[src/pkg/ctl_defs.vh]
// constants for the trap and low-power control block
`ifndef CTL_DEFS_VH
`define CTL_DEFS_VH
`define CTL_ADDR_CTRL 32'h00000000
`define CTL_ADDR_STAT 32'h00000004
`define CTL_ADDR_WAKE 32'h00000008
`define CTL_ADDR_PEND 32'h0000000C
`define CTL_BIT_I 0
`define CTL_BIT_X 1
`define CTL_BIT_S 2
`define CTL_BIT_DLY 3
`define CTL_BIT_NOWD 4
`define CTL_BIT_CONV 5
`define CTL_BIT_SPI 6
`define CTL_BIT_TX 7
`define CTL_BIT_RX 8
`define CTL_CTRL_RESET 9'h00F
`define CTL_CTRL_MASK 9'h1FF
`define CTL_RESP_OKAY 2'h0
`define CTL_RESP_DECERR 2'h3
`define CTL_RESTART_NS 20000
`define CTL_CLK_NS 5
`define CTL_RESTART_CYC ((`CTL_RESTART_NS + `CTL_CLK_NS - 1) / `CTL_CLK_NS)
`define CTL_CCR_OFFSET 16'h0008
`define CTL_ST_RUN 3'h0
`define CTL_ST_WAIT 3'h1
`define CTL_ST_STOP 3'h2
`define CTL_ST_DELAY 3'h3
`define CTL_ST_STACK 3'h4
`define CTL_ST_VECTOR 3'h5
`endif

[src/logic/ctl_delay.v]
// restart delay counter
`timescale 1ns/1ps
module ctl_delay #(
  parameter CYCLES = 4000,
  parameter W = 16
) (
  input wire aclk,
  input wire aresetn,
  input wire start,
  output wire busy
);
  reg [W-1:0] count;
  always @(posedge aclk) begin
    if (!aresetn) begin
      count <= {W{1'b0}};
    end else if (start) begin
      count <= CYCLES[W-1:0];
    end else if (count != {W{1'b0}}) begin
      count <= count - {{(W-1){1'b0}}, 1'b1};
    end
  end
  assign busy = (count != {W{1'b0}});
endmodule // ctl_delay

[src/logic/ctl_sync.v]
// two-flop synchroniser for one pin
`timescale 1ns/1ps
module ctl_sync #(
  parameter RESET_VAL = 1'b1
) (
  input wire aclk,
  input wire aresetn,
  input wire d,
  output reg q
);
  reg meta;
  always @(posedge aclk) begin
    if (!aresetn) begin
      meta <= RESET_VAL;
      q <= RESET_VAL;
    end else begin
      meta <= d;
      q <= meta;
    end
  end
endmodule // ctl_sync

[src/logic/ctl_trap.v]
// trap, wait and stop control with an axi4-lite register slave
`timescale 1ns/1ps
`include "ctl_defs.vh"
module ctl_trap #(
  parameter RESTART_CYCLES = `CTL_RESTART_CYC,
  parameter NFLAGS = 8
) (
  input wire aclk,
  input wire aresetn,
  input wire por_n,
  input wire [31:0] s_axi_awaddr,
  input wire s_axi_awvalid,
  output wire s_axi_awready,
  input wire [31:0] s_axi_wdata,
  input wire [3:0] s_axi_wstrb,
  input wire s_axi_wvalid,
  output wire s_axi_wready,
  output reg [1:0] s_axi_bresp,
  output reg s_axi_bvalid,
  input wire s_axi_bready,
  input wire [31:0] s_axi_araddr,
  input wire s_axi_arvalid,
  output wire s_axi_arready,
  output reg [31:0] s_axi_rdata,
  output reg [1:0] s_axi_rresp,
  output reg s_axi_rvalid,
  input wire s_axi_rready,
  input wire maskable_request_pin_n,
  input wire nonmaskable_request_pin_n,
  input wire reset_pin_n,
  input wire edge_mode,
  input wire [NFLAGS-1:0] periph_event,
  input wire [NFLAGS-1:0] periph_enable,
  input wire [NFLAGS-1:0] flag_clear,
  input wire op_done,
  input wire illegal_op,
  input wire soft_trap_op,
  input wire idle_until_event_op,
  input wire stop_op,
  input wire [15:0] op_first_addr,
  input wire [15:0] next_pc,
  input wire [15:0] sp,
  output reg irq_to_core,
  output reg nonmaskable_request_pin_to_core,
  output reg trap_to_core,
  output reg [15:0] stacked_return,
  output reg stack_req,
  output reg vector_req,
  output reg core_halt,
  output reg clocks_halted,
  output reg wait_read,
  output reg [15:0] wait_read_addr,
  output reg timer_halt,
  output reg converter_power_on,
  output reg serial_periph_on,
  output reg tx_on,
  output reg rx_on,
  output reg [NFLAGS-1:0] periph_flag,
  output reg reset_wake
);
  localparam DW = 16;
  reg [8:0] ctrl;
  reg [2:0] state;
  reg aw_held, w_held;
  reg [31:0] aw_addr, w_data;
  reg soft_busy, edge_pend, pin_prev, start_delay, por_seen;
  wire irq_s, nonmaskable_request_pin_s, rst_s, busy;
  wire mask_i = ctrl[`CTL_BIT_I];
  wire mask_x = ctrl[`CTL_BIT_X];
  ctl_sync #(.RESET_VAL(1'b1)) u_si (.aclk(aclk), .aresetn(aresetn),
    .d(maskable_request_pin_n), .q(irq_s));
  ctl_sync #(.RESET_VAL(1'b1)) u_sx (.aclk(aclk), .aresetn(aresetn),
    .d(nonmaskable_request_pin_n), .q(nonmaskable_request_pin_s));
  ctl_sync #(.RESET_VAL(1'b1)) u_sr (.aclk(aclk), .aresetn(aresetn),
    .d(reset_pin_n), .q(rst_s));
  ctl_delay #(.CYCLES(RESTART_CYCLES), .W(DW)) u_dly (.aclk(aclk),
    .aresetn(aresetn), .start(start_delay), .busy(busy));
  // maskable source: low level by default, edge only when selected
  wire irq_level = edge_mode ? edge_pend : ~irq_s;
  wire any_flag = |(periph_flag & periph_enable);
  wire irq_any = (irq_level | any_flag) & ~mask_i;
  wire nonmaskable_request_pin_any = ~nonmaskable_request_pin_s & ~mask_x;
  // axi write path: address and data accepted in either order
  assign s_axi_awready = ~aw_held & ~s_axi_bvalid;
  assign s_axi_wready = ~w_held & ~s_axi_bvalid;
  assign s_axi_arready = ~s_axi_rvalid;
  wire aw_now = aw_held | s_axi_awvalid;
  wire w_now = w_held | s_axi_wvalid;
  wire [31:0] wa = aw_held ? aw_addr : s_axi_awaddr;
  wire [31:0] wd = w_held ? w_data : s_axi_wdata;
  wire do_write = aw_now & w_now & ~s_axi_bvalid;
  wire wr_ctrl = do_write & (wa == `CTL_ADDR_CTRL) & s_axi_wstrb[0];
  always @(posedge aclk) begin
    if (!aresetn) begin
      aw_held <= 1'b0;
      w_held <= 1'b0;
      aw_addr <= 32'h00000000;
      w_data <= 32'h00000000;
      s_axi_bvalid <= 1'b0;
      s_axi_bresp <= `CTL_RESP_OKAY;
    end else begin
      if (do_write) begin
        aw_held <= 1'b0;
        w_held <= 1'b0;
        s_axi_bvalid <= 1'b1;
        s_axi_bresp <= (wa == `CTL_ADDR_CTRL) ? `CTL_RESP_OKAY : `CTL_RESP_DECERR;
      end else begin
        if (s_axi_awvalid & s_axi_awready) begin
          aw_held <= 1'b1;
          aw_addr <= s_axi_awaddr;
        end
        if (s_axi_wvalid & s_axi_wready) begin
          w_held <= 1'b1;
          w_data <= s_axi_wdata;
        end
        if (s_axi_bvalid & s_axi_bready)
          s_axi_bvalid <= 1'b0;
      end
    end
  end
  always @(posedge aclk) begin
    if (!aresetn) begin
      s_axi_rvalid <= 1'b0;
      s_axi_rdata <= 32'h00000000;
      s_axi_rresp <= `CTL_RESP_OKAY;
    end else if (s_axi_arvalid & s_axi_arready) begin
      s_axi_rvalid <= 1'b1;
      s_axi_rresp <= `CTL_RESP_OKAY;
      if (s_axi_araddr == `CTL_ADDR_CTRL) begin
        s_axi_rdata <= {23'h000000, ctrl};
      end else if (s_axi_araddr == `CTL_ADDR_STAT) begin
        s_axi_rdata <= {25'h0000000, busy, clocks_halted, core_halt, state, soft_busy};
      end else if (s_axi_araddr == `CTL_ADDR_PEND) begin
        s_axi_rdata <= {{(32-NFLAGS){1'b0}}, periph_flag};
      end else begin
        s_axi_rdata <= 32'h00000000;
        s_axi_rresp <= `CTL_RESP_DECERR;
      end
    end else if (s_axi_rready) begin
      s_axi_rvalid <= 1'b0;
    end
  end
  // peripheral flags: set wins over clear
  always @(posedge aclk) begin
    if (!aresetn)
      periph_flag <= {NFLAGS{1'b0}};
    else
      periph_flag <= (periph_flag & ~flag_clear) | periph_event;
  end
  // edge capture on the maskable pin; cleared when the vector is fetched
  always @(posedge aclk) begin
    if (!aresetn) begin
      pin_prev <= 1'b1;
      edge_pend <= 1'b0;
    end else begin
      pin_prev <= irq_s;
      if (edge_mode & pin_prev & ~irq_s)
        edge_pend <= 1'b1;
      else if (vector_req & ~nonmaskable_request_pin_to_core)
        edge_pend <= 1'b0;
    end
  end
  // a stale edge must not wake the core once level mode is back
  wire wake_irq = ~irq_s | (edge_mode & edge_pend);
  wire wake = (wake_irq & ~mask_i) | ~nonmaskable_request_pin_s | ~rst_s;
  wire wait_wake = irq_any | nonmaskable_request_pin_any | (any_flag & ~mask_i);
  // power-on delay latched after release; a running reset skips it
  always @(posedge aclk) begin
    if (!aresetn) begin
      por_seen <= 1'b0;
      start_delay <= 1'b0;
    end else begin
      por_seen <= 1'b1;
      start_delay <= 1'b0;
      if (!por_seen & !por_n)
        start_delay <= 1'b1;
      // a reset wake starts the delay whatever the delay bit holds, so it always waits
      if (state == `CTL_ST_STOP && wake && (ctrl[`CTL_BIT_DLY] | ~rst_s))
        start_delay <= 1'b1;
    end
  end
  always @(posedge aclk) begin
    if (!aresetn) begin
      ctrl <= `CTL_CTRL_RESET;
      state <= `CTL_ST_RUN;
      soft_busy <= 1'b0;
      stack_req <= 1'b0;
      vector_req <= 1'b0;
      trap_to_core <= 1'b0;
      stacked_return <= 16'h0000;
      reset_wake <= 1'b0;
      nonmaskable_request_pin_to_core <= 1'b0;
    end else begin
      stack_req <= 1'b0;
      vector_req <= 1'b0;
      trap_to_core <= 1'b0;
      reset_wake <= 1'b0;
      if (wr_ctrl) begin
        ctrl <= wd[8:0] & `CTL_CTRL_MASK;
        ctrl[`CTL_BIT_X] <= mask_x & wd[`CTL_BIT_X]; // x cannot be set again once clear
      end
      case (state)
        `CTL_ST_RUN: begin
          if (illegal_op) begin
            trap_to_core <= 1'b1;
            stacked_return <= op_first_addr;
            state <= `CTL_ST_STACK;
          end else if (soft_trap_op) begin
            soft_busy <= 1'b1;
            stacked_return <= next_pc;
            state <= `CTL_ST_STACK;
          end else if (idle_until_event_op) begin
            stacked_return <= next_pc;
            stack_req <= 1'b1;
            state <= `CTL_ST_WAIT;
          end else if (stop_op & ~ctrl[`CTL_BIT_S]) begin
            state <= `CTL_ST_STOP;
          end else if (op_done & ~soft_busy & (nonmaskable_request_pin_any | irq_any)) begin
            nonmaskable_request_pin_to_core <= nonmaskable_request_pin_any;
            stacked_return <= next_pc;
            state <= `CTL_ST_STACK;
          end
        end
        `CTL_ST_WAIT: begin
          if (wait_wake) begin
            nonmaskable_request_pin_to_core <= nonmaskable_request_pin_any;
            state <= `CTL_ST_VECTOR;
          end
        end
        `CTL_ST_STOP: begin
          if (wake) begin
            reset_wake <= ~rst_s;
            nonmaskable_request_pin_to_core <= ~nonmaskable_request_pin_s & ~mask_x & rst_s;
            // a reset wake restores the defaults, delay enable included
            if (!rst_s)
              ctrl <= `CTL_CTRL_RESET;
            state <= `CTL_ST_DELAY;
          end
        end
        `CTL_ST_DELAY: begin
          if (!busy & !start_delay) begin
            // masked nonmaskable wake resumes after the stop op
            if (nonmaskable_request_pin_to_core | (wake_irq & ~mask_i))
              state <= `CTL_ST_STACK;
            else
              state <= `CTL_ST_RUN;
          end
        end
        `CTL_ST_STACK: begin
          stack_req <= 1'b1;
          state <= `CTL_ST_VECTOR;
        end
        default: begin
          vector_req <= 1'b1;
          soft_busy <= 1'b0;
          ctrl[`CTL_BIT_I] <= 1'b1;
          if (nonmaskable_request_pin_to_core)
            ctrl[`CTL_BIT_X] <= 1'b1;
          nonmaskable_request_pin_to_core <= 1'b0;
          state <= `CTL_ST_RUN;
        end
      endcase
    end
  end
  // outputs that follow mode and configuration
  always @(posedge aclk) begin
    if (!aresetn) begin
      irq_to_core <= 1'b0;
      core_halt <= 1'b0;
      clocks_halted <= 1'b0;
      wait_read <= 1'b0;
      wait_read_addr <= 16'h0000;
      timer_halt <= 1'b0;
      converter_power_on <= 1'b0;
      serial_periph_on <= 1'b0;
      tx_on <= 1'b0;
      rx_on <= 1'b0;
    end else begin
      irq_to_core <= irq_any;
      core_halt <= (state == `CTL_ST_WAIT) | (state == `CTL_ST_STOP) |
        (state == `CTL_ST_DELAY) | busy;
      clocks_halted <= (state == `CTL_ST_STOP);
      wait_read <= (state == `CTL_ST_WAIT);
      wait_read_addr <= sp - `CTL_CCR_OFFSET;
      timer_halt <= (state == `CTL_ST_WAIT) & mask_i & ctrl[`CTL_BIT_NOWD];
      converter_power_on <= ctrl[`CTL_BIT_CONV];
      serial_periph_on <= ctrl[`CTL_BIT_SPI];
      tx_on <= ctrl[`CTL_BIT_TX];
      rx_on <= ctrl[`CTL_BIT_RX];
    end
  end
endmodule // ctl_trap

[config.mk]
export PLATFORM = sky130hd
export DESIGN_NAME = ctl_trap
export DESIGN_NICKNAME = d
export VERILOG_FILES = /design/src/logic/ctl_delay.v /design/src/logic/ctl_sync.v /design/src/logic/ctl_trap.v
export VERILOG_INCLUDE_DIRS = /design/src /design/src/pkg
export SDC_FILE = /design/constraint.sdc
export NUM_CORES = 1
export LEC_CHECK = 0
export BUFFER_PORTS_ARGS = -buffer_cell sky130_fd_sc_hd__buf_4
export CORE_MARGIN = 2
export CORE_UTILIZATION = 30
export CTS_CLUSTER_DIAMETER = 200
export DETAILED_ROUTE_END_ITERATION = 8
export GPL_ROUTABILITY_DRIVEN = 0
export GPL_TIMING_DRIVEN = 1
export PLACE_DENSITY_LB_ADDON = 0.3
export SLEW_MARGIN = 30
export SYNTH_ARGS = -nofsm -noshare
export SYNTH_HDL_FRONTEND = slang
export SYNTH_SLANG_ARGS = --single-unit
[constraint.sdc]
create_clock -name aclk -period 3.4 [get_ports aclk]
set_input_delay 0.51 -clock aclk [delete_from_list [all_inputs] [get_ports aclk]]
set_output_delay 0.51 -clock aclk [all_outputs]
set_load 0.02 [all_outputs]
==> results.sh <==
export IMPL_cp_end_kind="flip-flop"
export IMPL_synth_top_family_by_area="simple AND/OR/NAND/NOR gates"
export IMPL_postCtsSetupBuffers=0
export IMPL_antenna_found_initial=1
export IMPL_r2r_slack_ns=0.91
export IMPL_die_width_um=150
export IMPL_io_buffers=234
export IMPL_synth_simple_area_share_pct=23.9
export IMPL_rsz0062_at_grt="no"
export IMPL_vias_per_cell=4.73
export IMPL_use_met1_pct=18.3
export IMPL_yosys_warnings=0
export IMPL_slowest_delay_ns=0.51
export IMPL_die_h_um=150
export IMPL_num_rows=53
export IMPL_worst_slack_ns=0.906
export IMPL_r2r_start="aw_held"
export IMPL_yosys_area_share_adder_pct=0.389
export IMPL_cp_data_arrival_time_ns=2.79
export IMPL_num_vias=6008
export IMPL_min_delay_start="sp[3]"
export IMPL_netlist_area_um2=6440
export IMPL_drt_wirelength_per_cell_um=14.6
export IMPL_gr_total_overflow=0
export IMPL_grt_pass1_wl_um=28500
export IMPL_pwr_share_seq_pct=39.7
export IMPL_clock_latency_ns=0.42
export IMPL_p_per_area_nw_per_um2=619
export IMPL_ioPinCount=284
export IMPL_final_seq_area_um2=2980
export IMPL_p_clk_share_pct=31.9
export IMPL_clkSinkCount=149
export IMPL_slowest_stage="dfxtp_1"
export IMPL_synth_edf_count=0
export IMPL_fin_crit_ns=2.49
export IMPL_setup_violations=0
export IMPL_h_tree_depth=4
export IMPL_fin_crit_sh_pct=73.4
export IMPL_ir_worst_vdd_mv=0.292
export IMPL_start_kind="flip-flop"
export IMPL_critPathKind="flip-flop to flip-flop"
export IMPL_start_util_pct=30.6
export IMPL_grtUsageMet2_pct=28.9
export IMPL_internal_power_uw=3630
export IMPL_gr_usage_all_layers_pct=16.2
export IMPL_synth_main_ff_cell="dfxtp_1"
export IMPL_path_max_fanout=15
export IMPL_final_net_count=1172
export IMPL_drt_iter0_markers=301
export IMPL_drv_slew=0
export IMPL_first_pass_iters=4
export IMPL_muxShareOfSynthArea_pct=5.97
export IMPL_routed_wirelength_um=18500
export IMPL_tightestPinTransition_ns=0.952
export IMPL_cts_resized=0
export IMPL_dieArea_um2=22600
export IMPL_antenna_diode_count=0
export IMPL_regToRegEndpoint="ctrl[2]"
export IMPL_numCtsBuffers=17
export IMPL_hold_class="primary input to flip-flop"
export IMPL_ys_async_sr_fraction_pct=0
export IMPL_cts_tree="yes"
export IMPL_clk_pin_slew_ns=0.07
export IMPL_holdPathEnd="wait_read_addr[3]"
export IMPL_synth_seq_cells=149
export IMPL_place_ws_ns=0.646
export IMPL_finalHoldViolCount=0
export IMPL_busiest_layer="met2"
export IMPL_multi_input_area_um2=3110
export IMPL_drc=0
export IMPL_hpwl_um=13800
export IMPL_synthToLayoutAreaGrowth_pct=37.9
export IMPL_layout_drive_gt1_share_pct=28.8
export IMPL_grt_met3_usage_pct=6.06
export IMPL_root_buffer="clkbuf_16"
export IMPL_grt_max_degree=54
export IMPL_synth_cell_types=57
export IMPL_cts_hold_buf=0
export IMPL_p_leak_uw=0.00385
export IMPL_synth_compound_area_share_pct=14.7
export IMPL_drv_cap=0
export IMPL_yosysSeqAreaShare_pct=46.3
export IMPL_slew_headroom_pct=35.9
export IMPL_p_comb_share_pct=28.5
export IMPL_fin_tns_setup_ns=0
export IMPL_syn_area_per_cell_um2=8.45
export IMPL_clock_fmax_mhz=401
export IMPL_outcome="finished clean"
export IMPL_power_switching_uw=1870
export IMPL_final_core_util_pct=42.2
export IMPL_rr_worst_depth=7
export IMPL_core_um2=21000
export IMPL_netlist_instances=762
export IMPL_switching_share_pct=33.9
export IMPL_cp_data_required_time_ns=3.70
export IMPL_fillers=2167
export IMPL_holdPathStages=2
export IMPL_grt_pass1_vias=5567
export IMPL_final_setup_skew_ns=0.0123
export IMPL_crit_path_cell_trace="nor4b_1 > nand4_1 > nor4_1 > o221ai_1 > buf_4 > a2111oi_0 > a21oi_1"
export IMPL_clockBufferDepth=2
export IMPL_detail_route_antenna_nets=0
export IMPL_synth_xor_area_share_pct=2.04
synthesized netlist by cell type (3+ instances only):
cell | number | area (um^2)
a211oi_1 | 19 | 143
a21oi_1 | 72 | 360
a22oi_1 | 6 | 45.0
a31oi_1 | 3 | 18.8
and2_1 | 8 | 50.1
and3_1 | 3 | 18.8
buf_1 | 5 | 18.8
buf_4 | 26 | 195
clkbuf_1 | 30 | 113
dfxtp_1 | 149 | 2980
inv_1 | 21 | 78.8
mux2_2 | 3 | 33.8
mux2i_1 | 35 | 350
nand2_1 | 101 | 379
nand2b_1 | 14 | 87.6
nand3_1 | 11 | 55.1
nand3b_1 | 5 | 37.5
nand4_1 | 6 | 37.5
nor2_1 | 96 | 360
nor2b_1 | 8 | 50.1
nor3_1 | 20 | 100
nor3b_1 | 3 | 22.5
nor4_1 | 25 | 156
nor4_2 | 3 | 37.5
o211ai_1 | 7 | 52.6
o21a_1 | 5 | 37.5
o21ai_0 | 15 | 75.1
o221ai_1 | 4 | 35.0
o31ai_1 | 6 | 45.0
or3_1 | 5 | 31.3
xnor2_1 | 8 | 70.1
xor2_1 | 7 | 61.3
cells in the final DEF (no fill, tap or decap), drive strengths merged, types with 7 or more instances in the layout:
cell	n
nor2	96
nand3	11
mux2i	35
xnor2	8
conb	23
nor2b	8
nor4	28
nor3	21
clkinv	7
dfxtp	149
buf	241
xor2	7
nand2b	14
inv	26
and2	8
a21oi	72
nand2	101
clkbuf	17
a211oi	19
o211ai	7
o21ai	17
sequential cells by signal, indices dropped and copies added, names as in the netlist, 8 cells and up:
name / count
w_data: 9
aw_addr: 32
s_axi_rdata: 9
ctrl: 9
stacked_return: 16
wait_read_addr: 16
u_dly.count: 16
periph_flag: 8
how the worst max path moves through the flow:
stage	start	to	slack [ns]
6_report	aw_held	ctrl[2]	0.91
5_1_grt	w_held	ctrl[2]	0.65
4_1_cts	aw_held	ctrl[2]	0.88
3_5_place_dp	s_axi_awaddr[25]	ctrl[2]	0.65
3_3_place_gp	s_axi_awaddr[25]	ctrl[2]	0.79
2_1_floorplan	u_dly.count[0]	u_dly.count[15]	1.26
critical path, delay by kind of cell (launching register included):
kind	cells	cell delay, ns
flip-flops	1	0.51
AND/OR/NAND/NOR	3	0.93
buffers and inverters	1	0.25
AO/OA/AOI/OAI	3	0.68
kinds of logic (layout without fill, tap and decap cells):
kind of cell               count (synthesis)  after routing
and+or+nand+nor                          320            320
buffers and inverters                     84            294
xor gates and xnor gates                  15             15
other                                      1             23
muxes                                     38             38
adders and majority gates                  2              2
DFF                                      149            149
AOI/OAI and AO/OA                        153            153
routing by layer:
metal	part of all wire [%]	vias to the layer above	wire length [um]
li1	-	3050	-
met1	41	2737	7540
met2	49	204	9100
met3	9.2	15	1710
met4	0.89	2	165
met5	0.086	-	16
metrics by stage:
step                      power, uW  std cells  cell area (um^2)  hold WS (ns)
after floorplan                3280        784              6520         0.386
after global placement         3780       1237              8330         0.389
after detailed placement       3800       1237              8330         0.400
after CTS                      5580       1269              8880         0.248
after global routing           5870       1269              8880         0.252
final                          5500       1269              8880         0.270
final cells by class:
type / instances / share of cell area, %
clock buffers: 17 / 4.79
repair buffers: 241 / 20.4
flip-flops and latches: 149 / 33.6
clock inverters: 15 / 1.37
well taps: 275 / 3.88
inverters: 21 / 0.902
multi-input cells: 551 / 35.1
power by group through the flow:
stage          clock, uW  sequential (uW)  combinational [uW]
5_1_grt             1900             2220                1750
6_report            1750             2180                1570
4_1_cts             1810             2180                1580
2_1_floorplan          0             2290                 994
3_5_place_dp           0             2220                1580
3_3_place_gp           0             2210                1570
(Power assumes the default switching activity.)
